===== config.mk =====
export PLATFORM = sky130hd
export DESIGN_NAME = audio_pcm_ctrl
export DESIGN_NICKNAME = d
export VERILOG_FILES = /design/src/inc/audio_pcm_pkg.sv /design/src/rtl/pcm_fifo.sv /design/src/rtl/audio_pcm_ctrl.sv
export SDC_FILE = /design/constraint.sdc
export NUM_CORES = 1
export LEC_CHECK = 0
export BUFFER_PORTS_ARGS = -buffer_cell sky130_fd_sc_hd__buf_2
export CAP_MARGIN = 20
export CORE_MARGIN = 2
export CORE_UTILIZATION = 30
export DETAILED_ROUTE_END_ITERATION = 6
export GPL_TIMING_DRIVEN = 0
export PLACE_DENSITY = 0.52
export SLEW_MARGIN = 15
export SYNTH_ARGS = -nofsm -noshare
export SYNTH_HDL_FRONTEND = slang
export SYNTH_SLANG_ARGS = --single-unit

===== constraint.sdc =====
create_clock -name SYS_CLK -period 6.6 [get_ports SYS_CLK]
set_input_delay 1.32 -clock SYS_CLK [delete_from_list [all_inputs] [get_ports SYS_CLK]]
set_output_delay 1.32 -clock SYS_CLK [all_outputs]
set_load 0.01 [all_outputs]

===== src/inc/audio_pcm_pkg.sv =====
/*
 Constants shared by the audio port control block and its FIFO:
 register offsets, control and status field positions, reset values.
 Assumes a 32-bit APB data path and byte addresses on PADDR.
*/
package audio_pcm_pkg;
    localparam int DATA_W = 32;
    localparam int FIFO_DEPTH = 8;
    localparam int CNT_W = 4;
    localparam int ADDR_W = 8;
    localparam int DIV_W = 8;

    localparam logic [ADDR_W-1:0] OFF_CTRL = 8'h00;
    localparam logic [ADDR_W-1:0] OFF_CLKDIV = 8'h04;
    localparam logic [ADDR_W-1:0] OFF_MASK = 8'h08;
    localparam logic [ADDR_W-1:0] OFF_STAT = 8'h0c;
    localparam logic [ADDR_W-1:0] OFF_TXD = 8'h10;
    localparam logic [ADDR_W-1:0] OFF_RXD = 8'h14;

    localparam int B_RXDMA = 21;
    localparam int B_TXDMA = 20;
    localparam int B_RXFL = 19;
    localparam int B_TXFL = 18;
    localparam int B_LZC = 17;
    localparam int B_RZC = 16;
    localparam int B_MCLK = 15;
    localparam int B_RX_FIFO_THRESHOLD_HI = 14;
    localparam int B_RX_FIFO_THRESHOLD_LO = 12;
    localparam int B_TX_FIFO_THRESHOLD_HI = 11;
    localparam int B_TX_FIFO_THRESHOLD_LO = 9;
    localparam int B_SLAVE = 8;
    localparam int B_FMT = 7;
    localparam int B_WID_HI = 5;
    localparam int B_WID_LO = 4;

    localparam logic [DATA_W-1:0] CTRL_RESET = 32'h0000_0000;
    localparam logic [DATA_W-1:0] CTRL_WMASK = 32'h003f_ffff;
    localparam logic [DATA_W-1:0] FLUSH_BITS = 32'h000c_0000;
    localparam logic [DIV_W-1:0] CLKDIV_RESET = 8'h00;
    localparam logic [3:0] MASK_RESET = 4'h0;

    localparam int S_RX_FIFO_THRESHOLD = 0;
    localparam int S_TX_FIFO_THRESHOLD = 1;
    localparam int S_LZC = 2;
    localparam int S_RZC = 3;
    localparam int S_RXEMPTY = 4;
    localparam int S_TXFULL = 5;
    localparam int S_RXCNT = 8;
    localparam int S_TXCNT = 12;

    typedef enum logic [1:0] {
        WW_8 = 2'b00,
        WW_16 = 2'b01,
        WW_24 = 2'b10,
        WW_32 = 2'b11
    } word_width_t;
endpackage


===== src/rtl/pcm_fifo.sv =====
/*
 Small word FIFO with a pointer-only flush.
 Assumes DEPTH is a power of two and CW can hold DEPTH.
*/
`timescale 1ns/1ps
module pcm_fifo #(
    parameter int W = 32,
    parameter int DEPTH = 8,
    parameter int CW = 4
) (
    input wire logic clk,
    input wire logic rst_n,
    input wire logic flush,
    input wire logic push,
    input wire logic [W-1:0] push_data,
    input wire logic pop,
    output logic [W-1:0] head,
    output logic [CW-1:0] count,
    output logic [CW-1:0] nxt_count,
    output logic full,
    output logic empty
);
    localparam int AW = $clog2(DEPTH);
    localparam logic [CW-1:0] DEPTH_C = CW'(DEPTH);

    logic [W-1:0] mem [DEPTH];
    logic [AW-1:0] wr_ff;
    logic [AW-1:0] rd_ff;
    logic [CW-1:0] cnt_ff;
    logic do_push;
    logic do_pop;

    assign full = (cnt_ff == DEPTH_C);
    assign empty = (cnt_ff == '0);
    assign do_push = push && !full && !flush;
    assign do_pop = pop && !empty && !flush;
    assign head = mem[rd_ff];
    assign count = cnt_ff;

    always_comb begin
        nxt_count = cnt_ff;
        if (flush) begin
            nxt_count = '0;
        end else if (do_push && !do_pop) begin
            nxt_count = cnt_ff + 1'b1;
        end else if (do_pop && !do_push) begin
            nxt_count = cnt_ff - 1'b1;
        end
    end

    always_ff @(posedge clk or negedge rst_n) begin
        if (!rst_n) begin
            wr_ff <= '0;
            rd_ff <= '0;
            cnt_ff <= '0;
        end else begin
            cnt_ff <= nxt_count;
            if (flush) begin
                wr_ff <= '0;
                rd_ff <= '0;
            end else begin
                if (do_push) begin
                    wr_ff <= wr_ff + 1'b1;
                end
                if (do_pop) begin
                    rd_ff <= rd_ff + 1'b1;
                end
            end
        end
    end

    // Flush never touches storage; reset clears it so no unknowns leak
    always_ff @(posedge clk or negedge rst_n) begin
        if (!rst_n) begin
            for (int i = 0; i < DEPTH; i++) begin
                mem[i] <= '0;
            end
        end else if (do_push) begin
            mem[wr_ff] <= push_data;
        end
    end
endmodule


===== src/rtl/audio_pcm_ctrl.sv =====
/*
 Audio port control: APB register file, FIFO flush and DMA requests,
 zero-cross detection, codec clock output, role and format outputs.
 Assumes a serial engine on SYS_CLK feeds RX samples and pulls TX ones.
*/
`timescale 1ns/1ps
// How it works
// RX DMA request high while enabled and RX FIFO is not empty.
// TX DMA request high while enabled and TX FIFO has room.
// RX flush bit empties RX FIFO, resets pointers, self-clears.
// TX flush bit empties TX FIFO, resets pointers, self-clears.
// TX flush moves pointers only; stored words stay.
// Left flag sets on sign change or all-zero left sample when enabled.
// Right flag sets on sign change or all-zero right sample when enabled.
// Codec clock output runs only while its enable bit is one.
// Codec clock rate comes from the divider register field.
// Slave bit zero drives bit clock and frame sync; one releases them.
// RX threshold flag when RX count reaches threshold plus one.
// TX threshold flag when TX count is at or below threshold.
// Format bit selects I2S or MSB-justified framing for both paths.
// Zero-cross flags stick until written one; disabling keeps them.
// DMA requests drop at once when the condition goes away, one cycle after the enable clears.
module audio_pcm_ctrl (
    input wire logic SYS_CLK,
    input wire logic RESET_N,
    input wire logic PSEL,
    input wire logic PENABLE,
    input wire logic PWRITE,
    input wire logic [audio_pcm_pkg::ADDR_W-1:0] PADDR,
    input wire logic [audio_pcm_pkg::DATA_W-1:0] PWDATA,
    output logic [audio_pcm_pkg::DATA_W-1:0] PRDATA,
    output logic PREADY,
    output logic PSLVERR,
    input wire logic RX_SAMPLE_VALID,
    input wire logic RX_SAMPLE_RIGHT,
    input wire logic [audio_pcm_pkg::DATA_W-1:0] RX_SAMPLE,
    input wire logic TX_SAMPLE_REQ,
    output logic [audio_pcm_pkg::DATA_W-1:0] TX_SAMPLE,
    output logic TX_SAMPLE_VALID,
    output logic RX_DMA_REQ,
    output logic TX_DMA_REQ,
    output logic CODEC_CLK,
    output logic BCLK_OE,
    output logic FS_OE,
    output logic FORMAT_MSB,
    output logic [1:0] WORD_WIDTH,
    output logic IRQ
);
    import audio_pcm_pkg::*;

    logic [DATA_W-1:0] ctrl_ff;
    logic [DIV_W-1:0] clkdiv_ff;
    logic [3:0] mask_ff;
    logic lzc_ff;
    logic rzc_ff;
    logic lsign_ff;
    logic rsign_ff;
    logic rx_th_ff;
    logic tx_th_ff;
    logic [DIV_W-1:0] div_cnt_ff;
    logic [DATA_W-1:0] prdata_ff;
    logic pready_ff;
    logic pslverr_ff;
    logic [DATA_W-1:0] tx_sample_ff;
    logic tx_valid_ff;
    logic rx_dma_ff;
    logic tx_dma_ff;
    logic codec_clk_ff;
    logic bclk_oe_ff;
    logic fs_oe_ff;
    logic fmt_ff;
    logic [1:0] wid_ff;
    logic irq_ff;

    logic setup;
    logic wr_acc;
    logic rd_acc;
    logic wr_ctrl;
    logic wr_stat;
    logic [DATA_W-1:0] rd_word;
    logic map_hit;
    logic [DATA_W-1:0] stat_word;
    word_width_t width;
    logic samp_sign;
    logic samp_zero;
    logic lzc_set;
    logic rzc_set;

    logic [DATA_W-1:0] rx_head;
    logic [DATA_W-1:0] tx_head;
    logic [CNT_W-1:0] rx_count;
    logic [CNT_W-1:0] tx_count;
    logic [CNT_W-1:0] rx_nxt_count;
    logic [CNT_W-1:0] tx_nxt_count;
    logic rx_empty;
    logic tx_full;
    logic tx_empty;
    logic rx_pop;
    logic tx_push;
    logic tx_pop;
    logic [CNT_W-1:0] rx_th_level;
    logic [CNT_W-1:0] tx_th_level;

    function automatic logic [DATA_W-1:0] width_mask(word_width_t w);
        logic [DATA_W-1:0] m;
        m = 32'hffff_ffff;
        case (w)
            WW_8: m = 32'h0000_00ff;
            WW_16: m = 32'h0000_ffff;
            WW_24: m = 32'h00ff_ffff;
            default: m = 32'hffff_ffff;
        endcase
        return m;
    endfunction

    function automatic logic sign_of(logic [DATA_W-1:0] s, word_width_t w);
        logic [DATA_W-1:0] m;
        m = width_mask(w);
        return (s & (m ^ (m >> 1))) != 32'h0;
    endfunction

    function automatic logic is_zero(logic [DATA_W-1:0] s, word_width_t w);
        return (s & width_mask(w)) == 32'h0;
    endfunction

    assign setup = PSEL && !PENABLE;
    assign wr_acc = PSEL && PENABLE && pready_ff && PWRITE;
    assign rd_acc = PSEL && PENABLE && pready_ff && !PWRITE;
    assign wr_ctrl = wr_acc && (PADDR == OFF_CTRL);
    assign wr_stat = wr_acc && (PADDR == OFF_STAT);
    assign tx_push = wr_acc && (PADDR == OFF_TXD);
    assign rx_pop = rd_acc && (PADDR == OFF_RXD);
    assign tx_pop = TX_SAMPLE_REQ && !tx_empty;
    assign width = word_width_t'(ctrl_ff[B_WID_HI:B_WID_LO]);

    pcm_fifo #(
        .W(DATA_W),
        .DEPTH(FIFO_DEPTH),
        .CW(CNT_W)
    ) u_rx_fifo (
        .clk(SYS_CLK),
        .rst_n(RESET_N),
        .flush(ctrl_ff[B_RXFL]),
        .push(RX_SAMPLE_VALID),
        .push_data(RX_SAMPLE),
        .pop(rx_pop),
        .head(rx_head),
        .count(rx_count),
        .nxt_count(rx_nxt_count),
        .full(),
        .empty(rx_empty)
    );

    pcm_fifo #(
        .W(DATA_W),
        .DEPTH(FIFO_DEPTH),
        .CW(CNT_W)
    ) u_tx_fifo (
        .clk(SYS_CLK),
        .rst_n(RESET_N),
        .flush(ctrl_ff[B_TXFL]),
        .push(tx_push),
        .push_data(PWDATA),
        .pop(tx_pop),
        .head(tx_head),
        .count(tx_count),
        .nxt_count(tx_nxt_count),
        .full(tx_full),
        .empty(tx_empty)
    );

    always_comb begin
        stat_word = '0;
        stat_word[S_RX_FIFO_THRESHOLD] = rx_th_ff;
        stat_word[S_TX_FIFO_THRESHOLD] = tx_th_ff;
        stat_word[S_LZC] = lzc_ff;
        stat_word[S_RZC] = rzc_ff;
        stat_word[S_RXEMPTY] = rx_empty;
        stat_word[S_TXFULL] = tx_full;
        stat_word[S_RXCNT +: CNT_W] = rx_count;
        stat_word[S_TXCNT +: CNT_W] = tx_count;
    end

    always_comb begin
        rd_word = '0;
        map_hit = 1'b1;
        if (PADDR == OFF_CTRL) begin
            rd_word = ctrl_ff;
        end else if (PADDR == OFF_CLKDIV) begin
            rd_word[DIV_W-1:0] = clkdiv_ff;
        end else if (PADDR == OFF_MASK) begin
            rd_word[3:0] = mask_ff;
        end else if (PADDR == OFF_STAT) begin
            rd_word = stat_word;
        end else if (PADDR == OFF_TXD) begin
            rd_word = '0;
        end else if (PADDR == OFF_RXD) begin
            rd_word = rx_empty ? '0 : rx_head;
        end else begin
            map_hit = 1'b0;
        end
    end

    // Read data is caught in setup so the access phase needs no wait
    always_ff @(posedge SYS_CLK or negedge RESET_N) begin
        if (!RESET_N) begin
            prdata_ff <= '0;
            pready_ff <= 1'b0;
            pslverr_ff <= 1'b0;
        end else begin
            pready_ff <= setup;
            pslverr_ff <= setup && !map_hit;
            if (setup) begin
                prdata_ff <= rd_word;
            end
        end
    end

    // Flush bits live one cycle: that cycle is the flush itself
    always_ff @(posedge SYS_CLK or negedge RESET_N) begin
        if (!RESET_N) begin
            ctrl_ff <= CTRL_RESET;
        end else if (wr_ctrl) begin
            ctrl_ff <= PWDATA & CTRL_WMASK;
        end else begin
            ctrl_ff <= ctrl_ff & ~FLUSH_BITS;
        end
    end

    always_ff @(posedge SYS_CLK or negedge RESET_N) begin
        if (!RESET_N) begin
            clkdiv_ff <= CLKDIV_RESET;
            mask_ff <= MASK_RESET;
        end else if (wr_acc) begin
            if (PADDR == OFF_CLKDIV) begin
                clkdiv_ff <= PWDATA[DIV_W-1:0];
            end else if (PADDR == OFF_MASK) begin
                mask_ff <= PWDATA[3:0];
            end
        end
    end

    assign samp_sign = sign_of(RX_SAMPLE, width);
    assign samp_zero = is_zero(RX_SAMPLE, width);
    assign lzc_set = RX_SAMPLE_VALID && !RX_SAMPLE_RIGHT &&
        ctrl_ff[B_LZC] && (samp_sign != lsign_ff || samp_zero);
    assign rzc_set = RX_SAMPLE_VALID && RX_SAMPLE_RIGHT &&
        ctrl_ff[B_RZC] && (samp_sign != rsign_ff || samp_zero);

    always_ff @(posedge SYS_CLK or negedge RESET_N) begin
        if (!RESET_N) begin
            lsign_ff <= 1'b0;
            rsign_ff <= 1'b0;
        end else if (RX_SAMPLE_VALID) begin
            if (RX_SAMPLE_RIGHT) begin
                rsign_ff <= samp_sign;
            end else begin
                lsign_ff <= samp_sign;
            end
        end
    end

    // New detection beats a same-cycle clear
    always_ff @(posedge SYS_CLK or negedge RESET_N) begin
        if (!RESET_N) begin
            lzc_ff <= 1'b0;
            rzc_ff <= 1'b0;
        end else begin
            lzc_ff <= lzc_set || (lzc_ff && !(wr_stat && PWDATA[S_LZC]));
            rzc_ff <= rzc_set || (rzc_ff && !(wr_stat && PWDATA[S_RZC]));
        end
    end

    assign rx_th_level = CNT_W'(ctrl_ff[B_RX_FIFO_THRESHOLD_HI:B_RX_FIFO_THRESHOLD_LO]) + 1'b1;
    assign tx_th_level = CNT_W'(ctrl_ff[B_TX_FIFO_THRESHOLD_HI:B_TX_FIFO_THRESHOLD_LO]);

    always_ff @(posedge SYS_CLK or negedge RESET_N) begin
        if (!RESET_N) begin
            rx_th_ff <= 1'b0;
            tx_th_ff <= 1'b0;
            irq_ff <= 1'b0;
        end else begin
            rx_th_ff <= rx_count >= rx_th_level;
            tx_th_ff <= tx_count <= tx_th_level;
            irq_ff <= |(stat_word[3:0] & mask_ff);
        end
    end

    // Next counts keep a request from outliving its last word or slot
    always_ff @(posedge SYS_CLK or negedge RESET_N) begin
        if (!RESET_N) begin
            rx_dma_ff <= 1'b0;
            tx_dma_ff <= 1'b0;
        end else begin
            rx_dma_ff <= ctrl_ff[B_RXDMA] && (rx_nxt_count != '0);
            tx_dma_ff <= ctrl_ff[B_TXDMA] &&
                (tx_nxt_count != CNT_W'(FIFO_DEPTH));
        end
    end

    always_ff @(posedge SYS_CLK or negedge RESET_N) begin
        if (!RESET_N) begin
            tx_sample_ff <= '0;
            tx_valid_ff <= 1'b0;
        end else begin
            tx_valid_ff <= tx_pop;
            if (tx_pop) begin
                tx_sample_ff <= tx_head;
            end
        end
    end

    // Half period is divider plus one system clocks
    always_ff @(posedge SYS_CLK or negedge RESET_N) begin
        if (!RESET_N) begin
            div_cnt_ff <= '0;
            codec_clk_ff <= 1'b0;
        end else if (!ctrl_ff[B_MCLK]) begin
            div_cnt_ff <= '0;
            codec_clk_ff <= 1'b0;
        end else if (div_cnt_ff == clkdiv_ff) begin
            div_cnt_ff <= '0;
            codec_clk_ff <= !codec_clk_ff;
        end else begin
            div_cnt_ff <= div_cnt_ff + 1'b1;
        end
    end

    always_ff @(posedge SYS_CLK or negedge RESET_N) begin
        if (!RESET_N) begin
            bclk_oe_ff <= 1'b0;
            fs_oe_ff <= 1'b0;
            fmt_ff <= 1'b0;
            wid_ff <= 2'h0;
        end else begin
            bclk_oe_ff <= !ctrl_ff[B_SLAVE];
            fs_oe_ff <= !ctrl_ff[B_SLAVE];
            fmt_ff <= ctrl_ff[B_FMT];
            wid_ff <= ctrl_ff[B_WID_HI:B_WID_LO];
        end
    end

    assign PRDATA = prdata_ff;
    assign PREADY = pready_ff;
    assign PSLVERR = pslverr_ff;
    assign TX_SAMPLE = tx_sample_ff;
    assign TX_SAMPLE_VALID = tx_valid_ff;
    assign RX_DMA_REQ = rx_dma_ff;
    assign TX_DMA_REQ = tx_dma_ff;
    assign CODEC_CLK = codec_clk_ff;
    assign BCLK_OE = bclk_oe_ff;
    assign FS_OE = fs_oe_ff;
    assign FORMAT_MSB = fmt_ff;
    assign WORD_WIDTH = wid_ff;
    assign IRQ = irq_ff;
endmodule


==> metrics list, run 1 <==
* Status: finished clean
* Min-delay worst type: reg -> reg
- The clock reaches the later pin of the worst-skew pair after 0.64 ns.
* Routed wire per std cell: 23.22 µm
- Leak pwr: 15.83 nW
- Via count of the first global-routing pass: 19050
* Worst reg2reg path endpoint: PRDATA[10]
- The worst register-to-register path has a depth of 7.
* Number of enable-type register cells in the synthesized netlist: 0
- The floorplan step set the die width to 317.3 µm.
- Number of nets in the layout: 2292
- Most common library cell in the layout ignoring fill and taps: dfrtp_1
- Origin of the critical flop-to-flop path: u_rx_fifo.rd_ff[1]
* Final WS setup: 3.148 ns
* Crit path cell chain: buf_2 -> nor3_1 -> and2_2 -> nand3_2 -> nor3_2 -> buf_2 -> mux2_2
* Total negative slack: 0 ns
* Number of buffers added on ports: 146
- Detailed routing inserted a total of 17720 vias.
* Buffer type at the clock tree root: clkbuf_16
- Counting buffers and inverters, the worst setup path is 7 cells deep.
* Overall fraction of global-route tracks in use: 16.52%
- In the routed layout, each cell is associated on average with a via count of 5.016.
* Buf+Inv Stages, Crit Path: 2
- Synthesized area per cell: 15.00 µm²
- The clock network burns 35.5% of the power.
- After synthesis the netlist holds a flip-flop and latch count of 655.
- Placement row count: 114
- Routability-driven placement finished with a final weighted congestion of 0.7892.
- TritonCTS built the clock tree.
- Clock buffer count from CTS: 77
* Startpoint type of the worst setup path: input port
- Fraction of layout instances using a drive strength above 1: 45.32%
- The synthesized netlist contains 60 unique library cells.
* CTS max path bufs: 3
* Full die area: 100700 µm²
- Type of the worst setup path: in -> reg
* Maximum vdd ir drop: 0.1895 mV
- Worst reg2reg setup slack: 3.48 ns
- Starting DRC count in detailed routing: 976
- Setup repair after global routing left no endpoint under its margin.
- Reported net switching power: 3.508 mW
- The synthesized netlist occupies a cell area of 29440 µm².
- For this run the aggregate overflow at the end of global routing stands at 0.
* Most numerous cell on the critical path: buf_2
- Commonest cells after routing, fill and taps aside: dfrtp_1 (655), mux2_2 (495), buf_2 (197), mux4_2 (129), nand2_1 (95)
- Slew HR: 30.90%
- Yosys top cell by area: dfrtp_1
- STA classifies the critical path endpoint as a register.
- Syn_nets: 2059
- The filler cells instantiated in the layout total 9240.
- Core Box Area: 96990 µm²
- Buffers added to address setup during post-CTS repair amount to 0.
* Level count of the clock H-tree: 3
* Count of final hold-check violations: 0
* Pre-antenna DRT Iters: 5
* Final setup violation count: 0
- The count of final max-slew check failures is 0.
* Predominant post-synthesis flop cell: dfrtp_1
- Grouping stages by cell kind, the critical path spends the most delay in simple AND/OR/NAND/NOR gates.
- STA puts the critical path data required time at 7.12 ns.
- In the routed design, unresolved DRC markers number 0.
* End point of the critical path: u_tx_fifo.mem[181]
- For this configuration, the core starts out at a cell density of 30.35%.
* Logic pwr share: 21.5%
* Critical Path AT: 3.98 ns
- At the pin with the least slew margin, the transition time is 1.037 ns.
* Total number of yosys warnings: 0
- In this run the remaining antenna-violating nets after routing total 0.
* Reg power frac: 43.0%
- Global-route wire length before repair: 123900 µm
* Relative area change from synthesis to final layout: 17.68%
- From bottom edge to top edge, the die measures 317.3 µm.
* Count of boundary I/O pins: 156
- The internal portion of the total power is 8.917 mW.
* Count of instances resized after the clock tree is built: 0
* Post-synthesis instance total: 1962
- Total routed wirelength: 82030 µm
* Fmax: 289.7 MHz
- Maximum number of pins on one net before global-route repair: 106
- Hold-fix buffers, CTS: 0
- Async set-or-reset flop fraction in the synthesized netlist: 100.0%
- In this run the biggest area consumer among cell types represents 55.68% of the synthesized area.
- Sequential elements use 55.68% of the synthesized area.
- The most critical setup path has its startpoint at PADDR[5].
- Hold timing on the final database bottoms out at a slack of 0.4448 ns.
* Critical Path Max Stage Delay: 0.71 ns
* Utilization of the core after routing: 35.72%
* Largest cells by area after synthesis: dfrtp_1 (56%), mux2_2 (19%), mux4_2 (9.9%), mux2i_1 (2.4%), mux2_4 (1.5%)
* Clock-pin slew reported for the worst setup and hold paths after clock tree synthesis: 0.06 ns
- Net switching is 28.23% of the power.
- The clock arrives with 0.03312 ns of skew.
* Pwr dens: 358.6 nW/µm²
- The final critical path takes up 52.31% of the cycle.
- Clock sinks: 655
- The initial antenna violation count was 12.
- Once detailed placement completed, the half-perimeter wirelength came to 57850 µm.
* Slowest-stage cell, CP: nor3_1
* Time the final worst path needs with I/O delays and setup: 3.452 ns
- Largest fanout of any net on the critical path: 10
- Max-cap violation count: 0
- Timing analysis after detailed placement gives a worst setup slack of 2.495 ns.
## final cells by class
class	instances	area (µm²)	area share, %
repair buffers	154	944.7	2.727
inverters	17	63.81	0.1842
well taps	1276	1597	4.608
clock buffers	107	2240	6.465
clock inverters	32	421.7	1.217
multi-input cells	1160	12340	35.61
flip-flops and latches	655	16390	47.31
plain buffers	130	646.9	1.867
diodes	1	2.502	0.007223
## worst min path at each step
| stage | from | slack (ns) | depth (start not counted) | to |
|---|---|---|---|---|
| finish | ctrl_ff[7] | 0.44 | 0 | FORMAT_MSB |
| global route | ctrl_ff[7] | 0.47 | 0 | FORMAT_MSB |
| CTS | ctrl_ff[7] | 0.45 | 0 | FORMAT_MSB |
| detailed placement | ctrl_ff[7] | 0.44 | 0 | FORMAT_MSB |
| global placement | ctrl_ff[7] | 0.44 | 0 | FORMAT_MSB |
| floorplan | ctrl_ff[7] | 0.37 | 0 | FORMAT_MSB |
## metal layers
| layer | GRT usage, % | vias to the layer above | wire length, µm |
|---|---|---|---|
| met1 | 22.10 | 9450 | 35890 |
| met5 | 0 | - | 110 |
| met4 | 4.748 | 18 | 1968 |
| met3 | 3.685 | 136 | 4666 |
| li1 | - | 7691 | - |
| met2 | 26.90 | 421 | 39390 |
## worst register-to-register path: stages, from the launching register on
cell      delay (ns)
dfrtp_1         0.40
buf_2           0.34
clkbuf_1        0.65
mux4_2          0.42
mux2i_1         0.46
nor2_1          0.13
a221oi_1        0.44
o21ai_0         0.14
## Yosys cell counts (3+ instances only)
cell,instances
a21o_1,4
a21oi_1,11
a221oi_1,8
a311oi_1,4
and3_1,10
and3b_1,4
buf_1,14
buf_2,52
buf_4,5
buf_6,10
clkbuf_1,49
dfrtp_1,655
ha_1,17
inv_1,16
mux2_1,22
mux2_2,495
mux2_4,30
mux2i_1,71
mux4_2,129
nand2_1,95
nand2b_1,6
nand3_1,21
nand3_2,4
nand3b_1,3
nand4_1,4
nor2_1,48
nor2b_1,3
nor3_1,6
nor4_1,12
o211ai_1,6
o21a_1,5
o21ai_0,72
o22ai_1,5
or3_1,3
xnor2_1,13
xor2_1,19
## state kept, by name (all words and copies together) (netlist names), 2 cells and up
| signal | count |
|---|---|
| u_rx_fifo.mem | 256 |
| u_tx_fifo.mem | 256 |
| PRDATA | 32 |
| TX_SAMPLE | 32 |
| ctrl_ff | 22 |
| clkdiv_ff | 8 |
| div_cnt_ff | 8 |
| mask_ff | 4 |
| u_rx_fifo.count | 4 |
| u_tx_fifo.count | 4 |
| u_rx_fifo.rd_ff | 3 |
| u_rx_fifo.wr_ff | 3 |
| u_tx_fifo.rd_ff | 3 |
| u_tx_fifo.wr_ff | 3 |
| WORD_WIDTH | 2 |
## power by group through the flow
stage          combinational [mW]  sequential, mW  clock (mW)
4_1_cts                      2.73            5.33        4.52
5_1_grt                      2.91            5.43        4.71
3_5_place_dp                 2.72            5.40           0
6_report                     2.68            5.34        4.41
3_3_place_gp                 2.61            5.33           0
2_1_floorplan                1.96            5.22           0
## stage by stage
stage	power, mW	instance area (µm²)	instances
global route	13.05	34640	3531
global placement	7.933	31770	3384
finish	12.42	34640	3532
detailed placement	8.124	31980	3392
floorplan	7.183	29440	1962
CTS	12.58	34640	3531
## cells by family after synthesis
family,count (synthesis),share of synthesized area (%)
muxes,747,33.59
DFF,655,55.68
and+or+nand+nor,236,4.008
buffers and inverters,147,2.414
AOI/OAI and AO/OA,128,2.639
xor gates and xnor gates,32,0.9520
adders and majority gates,17,0.7225
Note: power is estimated with default switching activity, not from simulation.
==> run 2: changes to the inputs <==
clock period = 3.4 ns   (was 6.6 ns; I/O delays follow)
==> metrics list, run 2 (synthesized netlist as in run 1, its figures left out) <==
* Crit path cell chain: buf_2 -> clkbuf_1 -> mux4_2 -> mux2i_1 -> nor2_1 -> a221oi_1 -> o21ai_0
- The effective utilization at floorplan was 30.35% (unchanged).
* Placement row count: 114 (unchanged)
- The number of I/O port buffers came to 146 (unchanged).
- Clock latency at the later pin of the worst-skew pair: 0.64 ns (about the same)
- The placeable core region is 96990 µm² (unchanged).
- Full die area: 100700 µm² (unchanged)
* Post-DP HPWL: 57850 µm (unchanged)
- Clock tree synthesis selected as its root buffer the cell clkbuf_16.
* Chip height: 317.3 µm (unchanged)
- Regs by FF count: u_rx_fifo.mem: 256 flops, u_tx_fifo.mem: 256 flops
- Number of DRC violations after detailed routing: 0 (unchanged)
- STA classifies the critical path endpoint as a register.
* Clock buffer count from CTS: 77 (unchanged)
* Worst setup path startpoint: u_rx_fifo.rd_ff[1]
- Required arrival time at the worst endpoint: 3.90 ns (-3.22 ns)
* Sink of the worst hold path: u_tx_fifo.mem[97]
- Count of instances resized after the clock tree is built: 0 (unchanged)
- The total wirelength of the detailed-routed design is 81980 µm (about the same).
- The pin count of the biggest net entering global routing came to 106 (unchanged).
- Unrepaired setup endpoints after global routing: no
- The arrival time at the worst endpoint was 3.63 ns (-0.35 ns).
- Count of boundary I/O pins: 156 (unchanged)
- The maximum level of the CTS H-tree was 3 (unchanged).
- The wire length of the first global-routing pass was 123900 µm (unchanged).
- The width of the chip came to 317.3 µm (unchanged).
* Origin of the critical flop-to-flop path: u_rx_fifo.rd_ff[1]
- Antenna-violating nets left: 0 (unchanged)
- Worst-margin pin slew: 1.042 ns (+0.005791 ns)
- The worst hold path begins at PWDATA[1].
* DR vias: 17720 (+0.017%)
- Number of nets in the layout: 2293 (+0.044%)
- The total iterations of the first detailed-routing run is 5 (unchanged).
- Min-delay worst type: in -> reg
- Time the final worst path needs with I/O delays and setup: 3.133 ns
* Setup slack at placement: -0.06514 ns (-2.560 ns)
* Fmax: 319.2 MHz
- The number of failing setup endpoints in the final timing report is 0 (unchanged).
* Leak pwr: 15.84 nW (about the same)
* Final WS setup: 0.2667 ns (-2.881 ns)
- Period utilization: 92.16%
- The register-to-register setup slack is 0.27 ns (-3.21 ns).
- Clock-pin slew reported for the worst setup and hold paths after clock tree synthesis: 0.06 ns (about the same)
* Clock sinks: 655 (unchanged)
- The overflow left after global routing was 0 (unchanged).
* Routed wire per std cell: 23.20 µm (about the same)
- The number of violations reported at the end of detailed-routing iteration 0 came to 911 (-6.7%).
- The number of hold violations in the final report was 0 (unchanged).
- The run finished with clean final reports.
* Fraction of layout instances using a drive strength above 1: 45.30% (about the same)
* Maximum vdd ir drop: 0.3665 mV (+93%)
- Largest fanout of any net on the critical path: 10 (unchanged)
* Via count of the first global-routing pass: 19050 (unchanged)
* Slowest-stage cell, CP: clkbuf_1
- The worst setup path is launched from a register.
* Routability congestion estimate: 0.7892 (unchanged)
- Commonest cells after routing, fill and taps aside: dfrtp_1 (655), mux2_2 (495), buf_2 (197), mux4_2 (129), nand2_1 (95)
* Relative area change from synthesis to final layout: 17.71% (about the same)
- Family with the most delay on the worst path: buffers and inverters
- The deepest clock path buffer count came to 3 (unchanged).
- The count of final max-slew check failures is 0 (unchanged).
- Leaving out fill and tap cells, the most frequent cell in the layout is dfrtp_1.
- The via density per instance is 5.015 (about the same).
* Hold path depth: 2 (+2)
- The worst-case clock skew was 0.03428 ns (+0.001158 ns).
- Max-cap violation count: 0 (unchanged)
- Post-CTS repair timing setup buffer count: 0 (unchanged)
* Worst reg2reg path endpoint: PRDATA[10]
- The number of buffer and inverter stages on the critical path was 2 (unchanged).
- The setup total negative slack came to 0 ns (unchanged).
* Critical Path Max Stage Delay: 0.65 ns (-0.06 ns)
- TritonCTS built the clock tree.
* Overall fraction of global-route tracks in use: 16.52% (unchanged)
* Slew HR: 30.51% (-0.39 points)
- The power per unit of standard cell area is 695.7 nW/µm² (+94%).
- Initial antenna violation count: 12 (unchanged)
- Worst Reg-to-Reg Cells: 7 (unchanged)
- Type of the worst setup path: reg -> reg
run 2: cell count changes in the layout (fill, tap and decap cells not counted), sizes merged:
cell,before,now
dlygate4sd3,0,1
run 2: per-layer routing:
layer | up-vias | GRT usage, % | share of wire (%)
li1 | 7697 | - | -
met1 | 9451 | 22.10 | 44
met2 | 416 | 26.90 | 48
met3 | 137 | 3.685 | 5.3
met4 | 18 | 4.748 | 2.4
met5 | - | 0 | 0.13
run 2: per-stage QoR:
stage / area (µm²) / power, mW / utilization (%) / std cells / hold WS, ns
detailed placement: 31980 / 15.77 / 32.97 / 3392 / 0.4423
CTS: 34650 / 24.42 / 35.73 / 3532 / 0.2578
finish: 34650 / 24.11 / 35.73 / 3533 / 0.2936
global route: 34650 / 25.34 / 35.73 / 3532 / 0.2757
floorplan: 29440 / 13.94 / - / 1962 / 0.3692
global placement: 31770 / 15.40 / 32.75 / 3384 / 0.4420
run 2: worst reg2reg max path: stages (launching register included):
cell and delay (ns):
dfrtp_1 0.40, buf_2 0.34, clkbuf_1 0.65, mux4_2 0.42, mux2i_1 0.47, nor2_1 0.13, a221oi_1 0.44, o21ai_0 0.14
run 2: timing repair:
| item | CTS | global route |
|---|---|---|
| endpoints found under the setup margin | 0 | 0 |
| hold buffers | 1 | 0 |
| endpoints found under the hold margin | 57 | 0 |
run 2: cell type report:
class / instances / area, µm²
fillers: 9238 / 62340
flip-flops and latches: 655 / 16390
multi-input cells: 1160 / 12340
clock buffers: 107 / 2240
well taps: 1276 / 1597
repair buffers: 155 / 954.7
plain buffers: 130 / 646.9
clock inverters: 32 / 421.7
inverters: 17 / 63.81
diodes: 1 / 2.502
run 2: how the worst max path moves through the flow:
stage,to,slack (ns),cells past startpoint
after detailed placement,u_tx_fifo.mem[181],-0.07,7
after floorplan,u_tx_fifo.mem[40],0.94,9
after global placement,u_rx_fifo.mem[168],-11.66,1
final,PRDATA[10],0.27,7
after global routing,PRDATA[8],0.19,7
after CTS,PRDATA[10],0.33,7
run 2: report_power, final:
part	switching, mW	internal (mW)
clock network	3.44	5.11
logic	2.46	2.74
registers	0.899	9.46
==> run 3: changes to the inputs <==
SKIP_CTS_REPAIR_TIMING = 1   (was unset)
SYNTH_HIERARCHICAL = 1   (was unset)
==> metrics list, run 3 <==
* Status: finished clean
- Min-delay worst type: in -> reg
- The remaining antenna violation count came to 0 (unchanged).
- CTS max path bufs: 3 (unchanged)
- The most critical setup path has its startpoint at PREADY.
* Slowest-stage cell, CP: dfrtp_1
- The clock network latency to the later pin of the worst-skew pair is 0.63 ns (about the same).
- The wire length of the first global-routing pass is 125800 µm (+1.5%).
- The number of synthesis warnings is 6 (+6).
- Post-synthesis instance total: 1938 (-1.2%)
- The transition time of the tightest slew-check pin came to 1.138 ns (+0.09608 ns).
* Fmax: 299.2 MHz (-6.3%)
- The number of clock buffers inserted by TritonCTS is 74 (-3.9%).
- The overflow left after global routing is 0 (unchanged).
- Max-cap violation count: 0 (unchanged)
* Initial core utilization: 30.33% (about the same)
* Placement row count: 115 (+0.88%)
* Area of the multi-input gates: 12690 µm² (+2.9%)
- By startpoint and endpoint, the worst setup path is classified as reg -> reg.
* Starting DRC count in detailed routing: 1026 (+13%)
- The number of design rule violations left after detail routing came to 0 (unchanged).
* Number of slew-limit violations in the final report: 0 (unchanged)
- Most numerous cell on the critical path: o21ai_0
* Commonest cells after routing, fill and taps aside: dfrtp_1 (653), mux2_2 (593), buf_2 (202), mux4_2 (129), clkbuf_16 (77)
- The worst slack at placement is -0.3626 ns (-0.2975 ns).
- The largest registers in the layout are u_rx_fifo/mem: 256 flops, u_tx_fifo/mem: 256 flops.
- Count of final hold-check violations: 0 (unchanged)
- Sequential standard cell area: 16390 µm² (about the same)
- Category of the worst setup path capture point: register
* Via count of the first global-routing pass: 19360 (+1.6%)
* CTS tree: yes
* Pre-antenna DRT Iters: 5 (unchanged)
- Routability congestion estimate: 0.8084 (+2.4%)
* Hold wc startpoint: PWDATA[25]
- The share of layout cells above drive strength 1 is 50.16% (+4.9 points).
* Overall fraction of global-route tracks in use: 16.31% (-0.21 points)
* Required arrival time at the worst endpoint: 3.88 ns (-0.02 ns)
- Buffer type at the clock tree root: clkbuf_16
* Post-DP HPWL: 57490 µm (-0.62%)
* Number of buffers added on ports: 154 (+5.5%)
* Origin of the critical flop-to-flop path: PREADY
- The minimum clock period was 3.343 ns (+0.2095 ns).
* Maximum number of pins on one net before global-route repair: 110 (+3.8%)
- Mapped Area: 29890 µm² (+1.5%)
* Clock-pin slew reported for the worst setup and hold paths after clock tree synthesis: 0.06 ns (about the same)
- The per-instance average area after synthesis was 15.42 µm² (+2.8%).
- Relative area change from synthesis to final layout: 16.80%
- The critical path goes through nand4b_1 -> nor4_1 -> clkbuf_1 -> o21ai_0 -> o21ai_0 -> mux2_2 -> o41a_1.
* Unrepaired setup endpoints after global routing: no
- The total wirelength of the detailed-routed design is 82780 µm (+0.97%).
- Count of boundary I/O pins: 156 (unchanged)
* Final setup violation count: 0 (unchanged)
- Leaving out fill and tap cells, the most frequent cell in the layout is dfrtp_1.
- Full die area: 102200 µm² (+1.5%)
- The maximum level of the CTS H-tree came to 3 (unchanged).
- The width of the chip is 319.6 µm (+0.75%).
- The number of filler instances in the final layout was 9382 (+1.6%).
* Routed wire per std cell: 23.50 µm (+1.3%)
* Critical Path Max Stage Delay: 0.48 ns (-0.17 ns)
* Core Box Area: 98560 µm² (+1.6%)
* Largest fanout of any net on the critical path: 10 (unchanged)
- The initial antenna violation count is 17 (+5).
- The total nets after synthesis came to 2035 (-1.2%).
- Number of nets in the layout: 2274 (-0.83%)
- The total power was 22.25 mW (-7.7%).
- STA classifies the critical path startpoint as a register.
* Hold Worst Slack: 0.3799 ns (+0.08632 ns)
* Vias/cell: 5.016 (about the same)
- The worst-case clock skew came to 0.02891 ns (-0.005365 ns).
- Worst Reg-to-Reg Cells: 7 (unchanged)
- The final worst-path cycle share was 98.32% (+6.2 points).
- Final WS setup: 0.05721 ns (-0.2095 ns)
* DR vias: 17670 (-0.26%)
- The leakage power was 16.14 nW (+1.9%).
- Critical Path AT: 3.82 ns (+0.19 ns)
* Chip height: 319.6 µm (+0.75%)
- Hold path depth: 2 (unchanged)
* Clock sinks: 655 (unchanged)
* Pwr dens: 637.3 nW/µm² (-8.4%)
* Maximum vdd ir drop: 0.3177 mV (-13%)
- Slew HR: 24.10% (-6.4 points)
-- run 3: final cells by class --
cell class	count	share of cell area (%)
Clock inverter	22	0.4910
Antenna cell	5	0.03584
Tap cell	1287	4.612
Buffer	125	2.107
Multi-Input combinational cell	1133	36.36
Timing Repair Buffer	163	2.803
Inverter	25	0.2688
Clock buffer	108	6.368
Sequential cell	655	46.96
-- run 3: critical path: cells and delay by family, from the launching register on --
kind	cells	cell delay, ns
flops	1	0.48
mux	1	0.39
buf+inv	1	0.40
simple gates	2	0.85
compound gates	3	1.07
-- run 3: final timing paths --
kind / end / slack [ns]
worst min-delay path: u_tx_fifo/mem[25] / 0.38
min in group asynchronous: u_tx_fifo/mem[91] / 0.55
worst min register to register: FORMAT_MSB / 0.46
worst max-delay path: RX_DMA_REQ / 0.06
worst max register to register: RX_DMA_REQ / 0.06
max in group asynchronous: u_rx_fifo/mem[180] / 0.97
-- run 3: per-stage QoR --
step	std cells	setup TNS [ns]	cell area [µm²]	util, %
5_1_grt	3519	0	34900	35.41
2_1_floorplan	1938	0	29890	-
4_1_cts	3516	-0.1981	34860	35.37
6_report	3523	0	34910	35.42
3_5_place_dp	3386	-11.69	32460	32.94
3_3_place_gp	3379	-7570.34	32270	32.74
-- run 3: metal layers --
layer | up-vias | wire, µm | track usage (%)
met5 | - | 94 | 0
met2 | 385 | 41170 | 27.68
met1 | 9410 | 35370 | 21.01
met3 | 152 | 4222 | 3.717
met4 | 18 | 1917 | 4.109
li1 | 7708 | - | -
-- run 3: where the power goes --
part / internal, mW / switching (mW)
Sequential: 9.43 / 0.845
Clock: 4.68 / 3.20
Combinational: 2.38 / 1.72
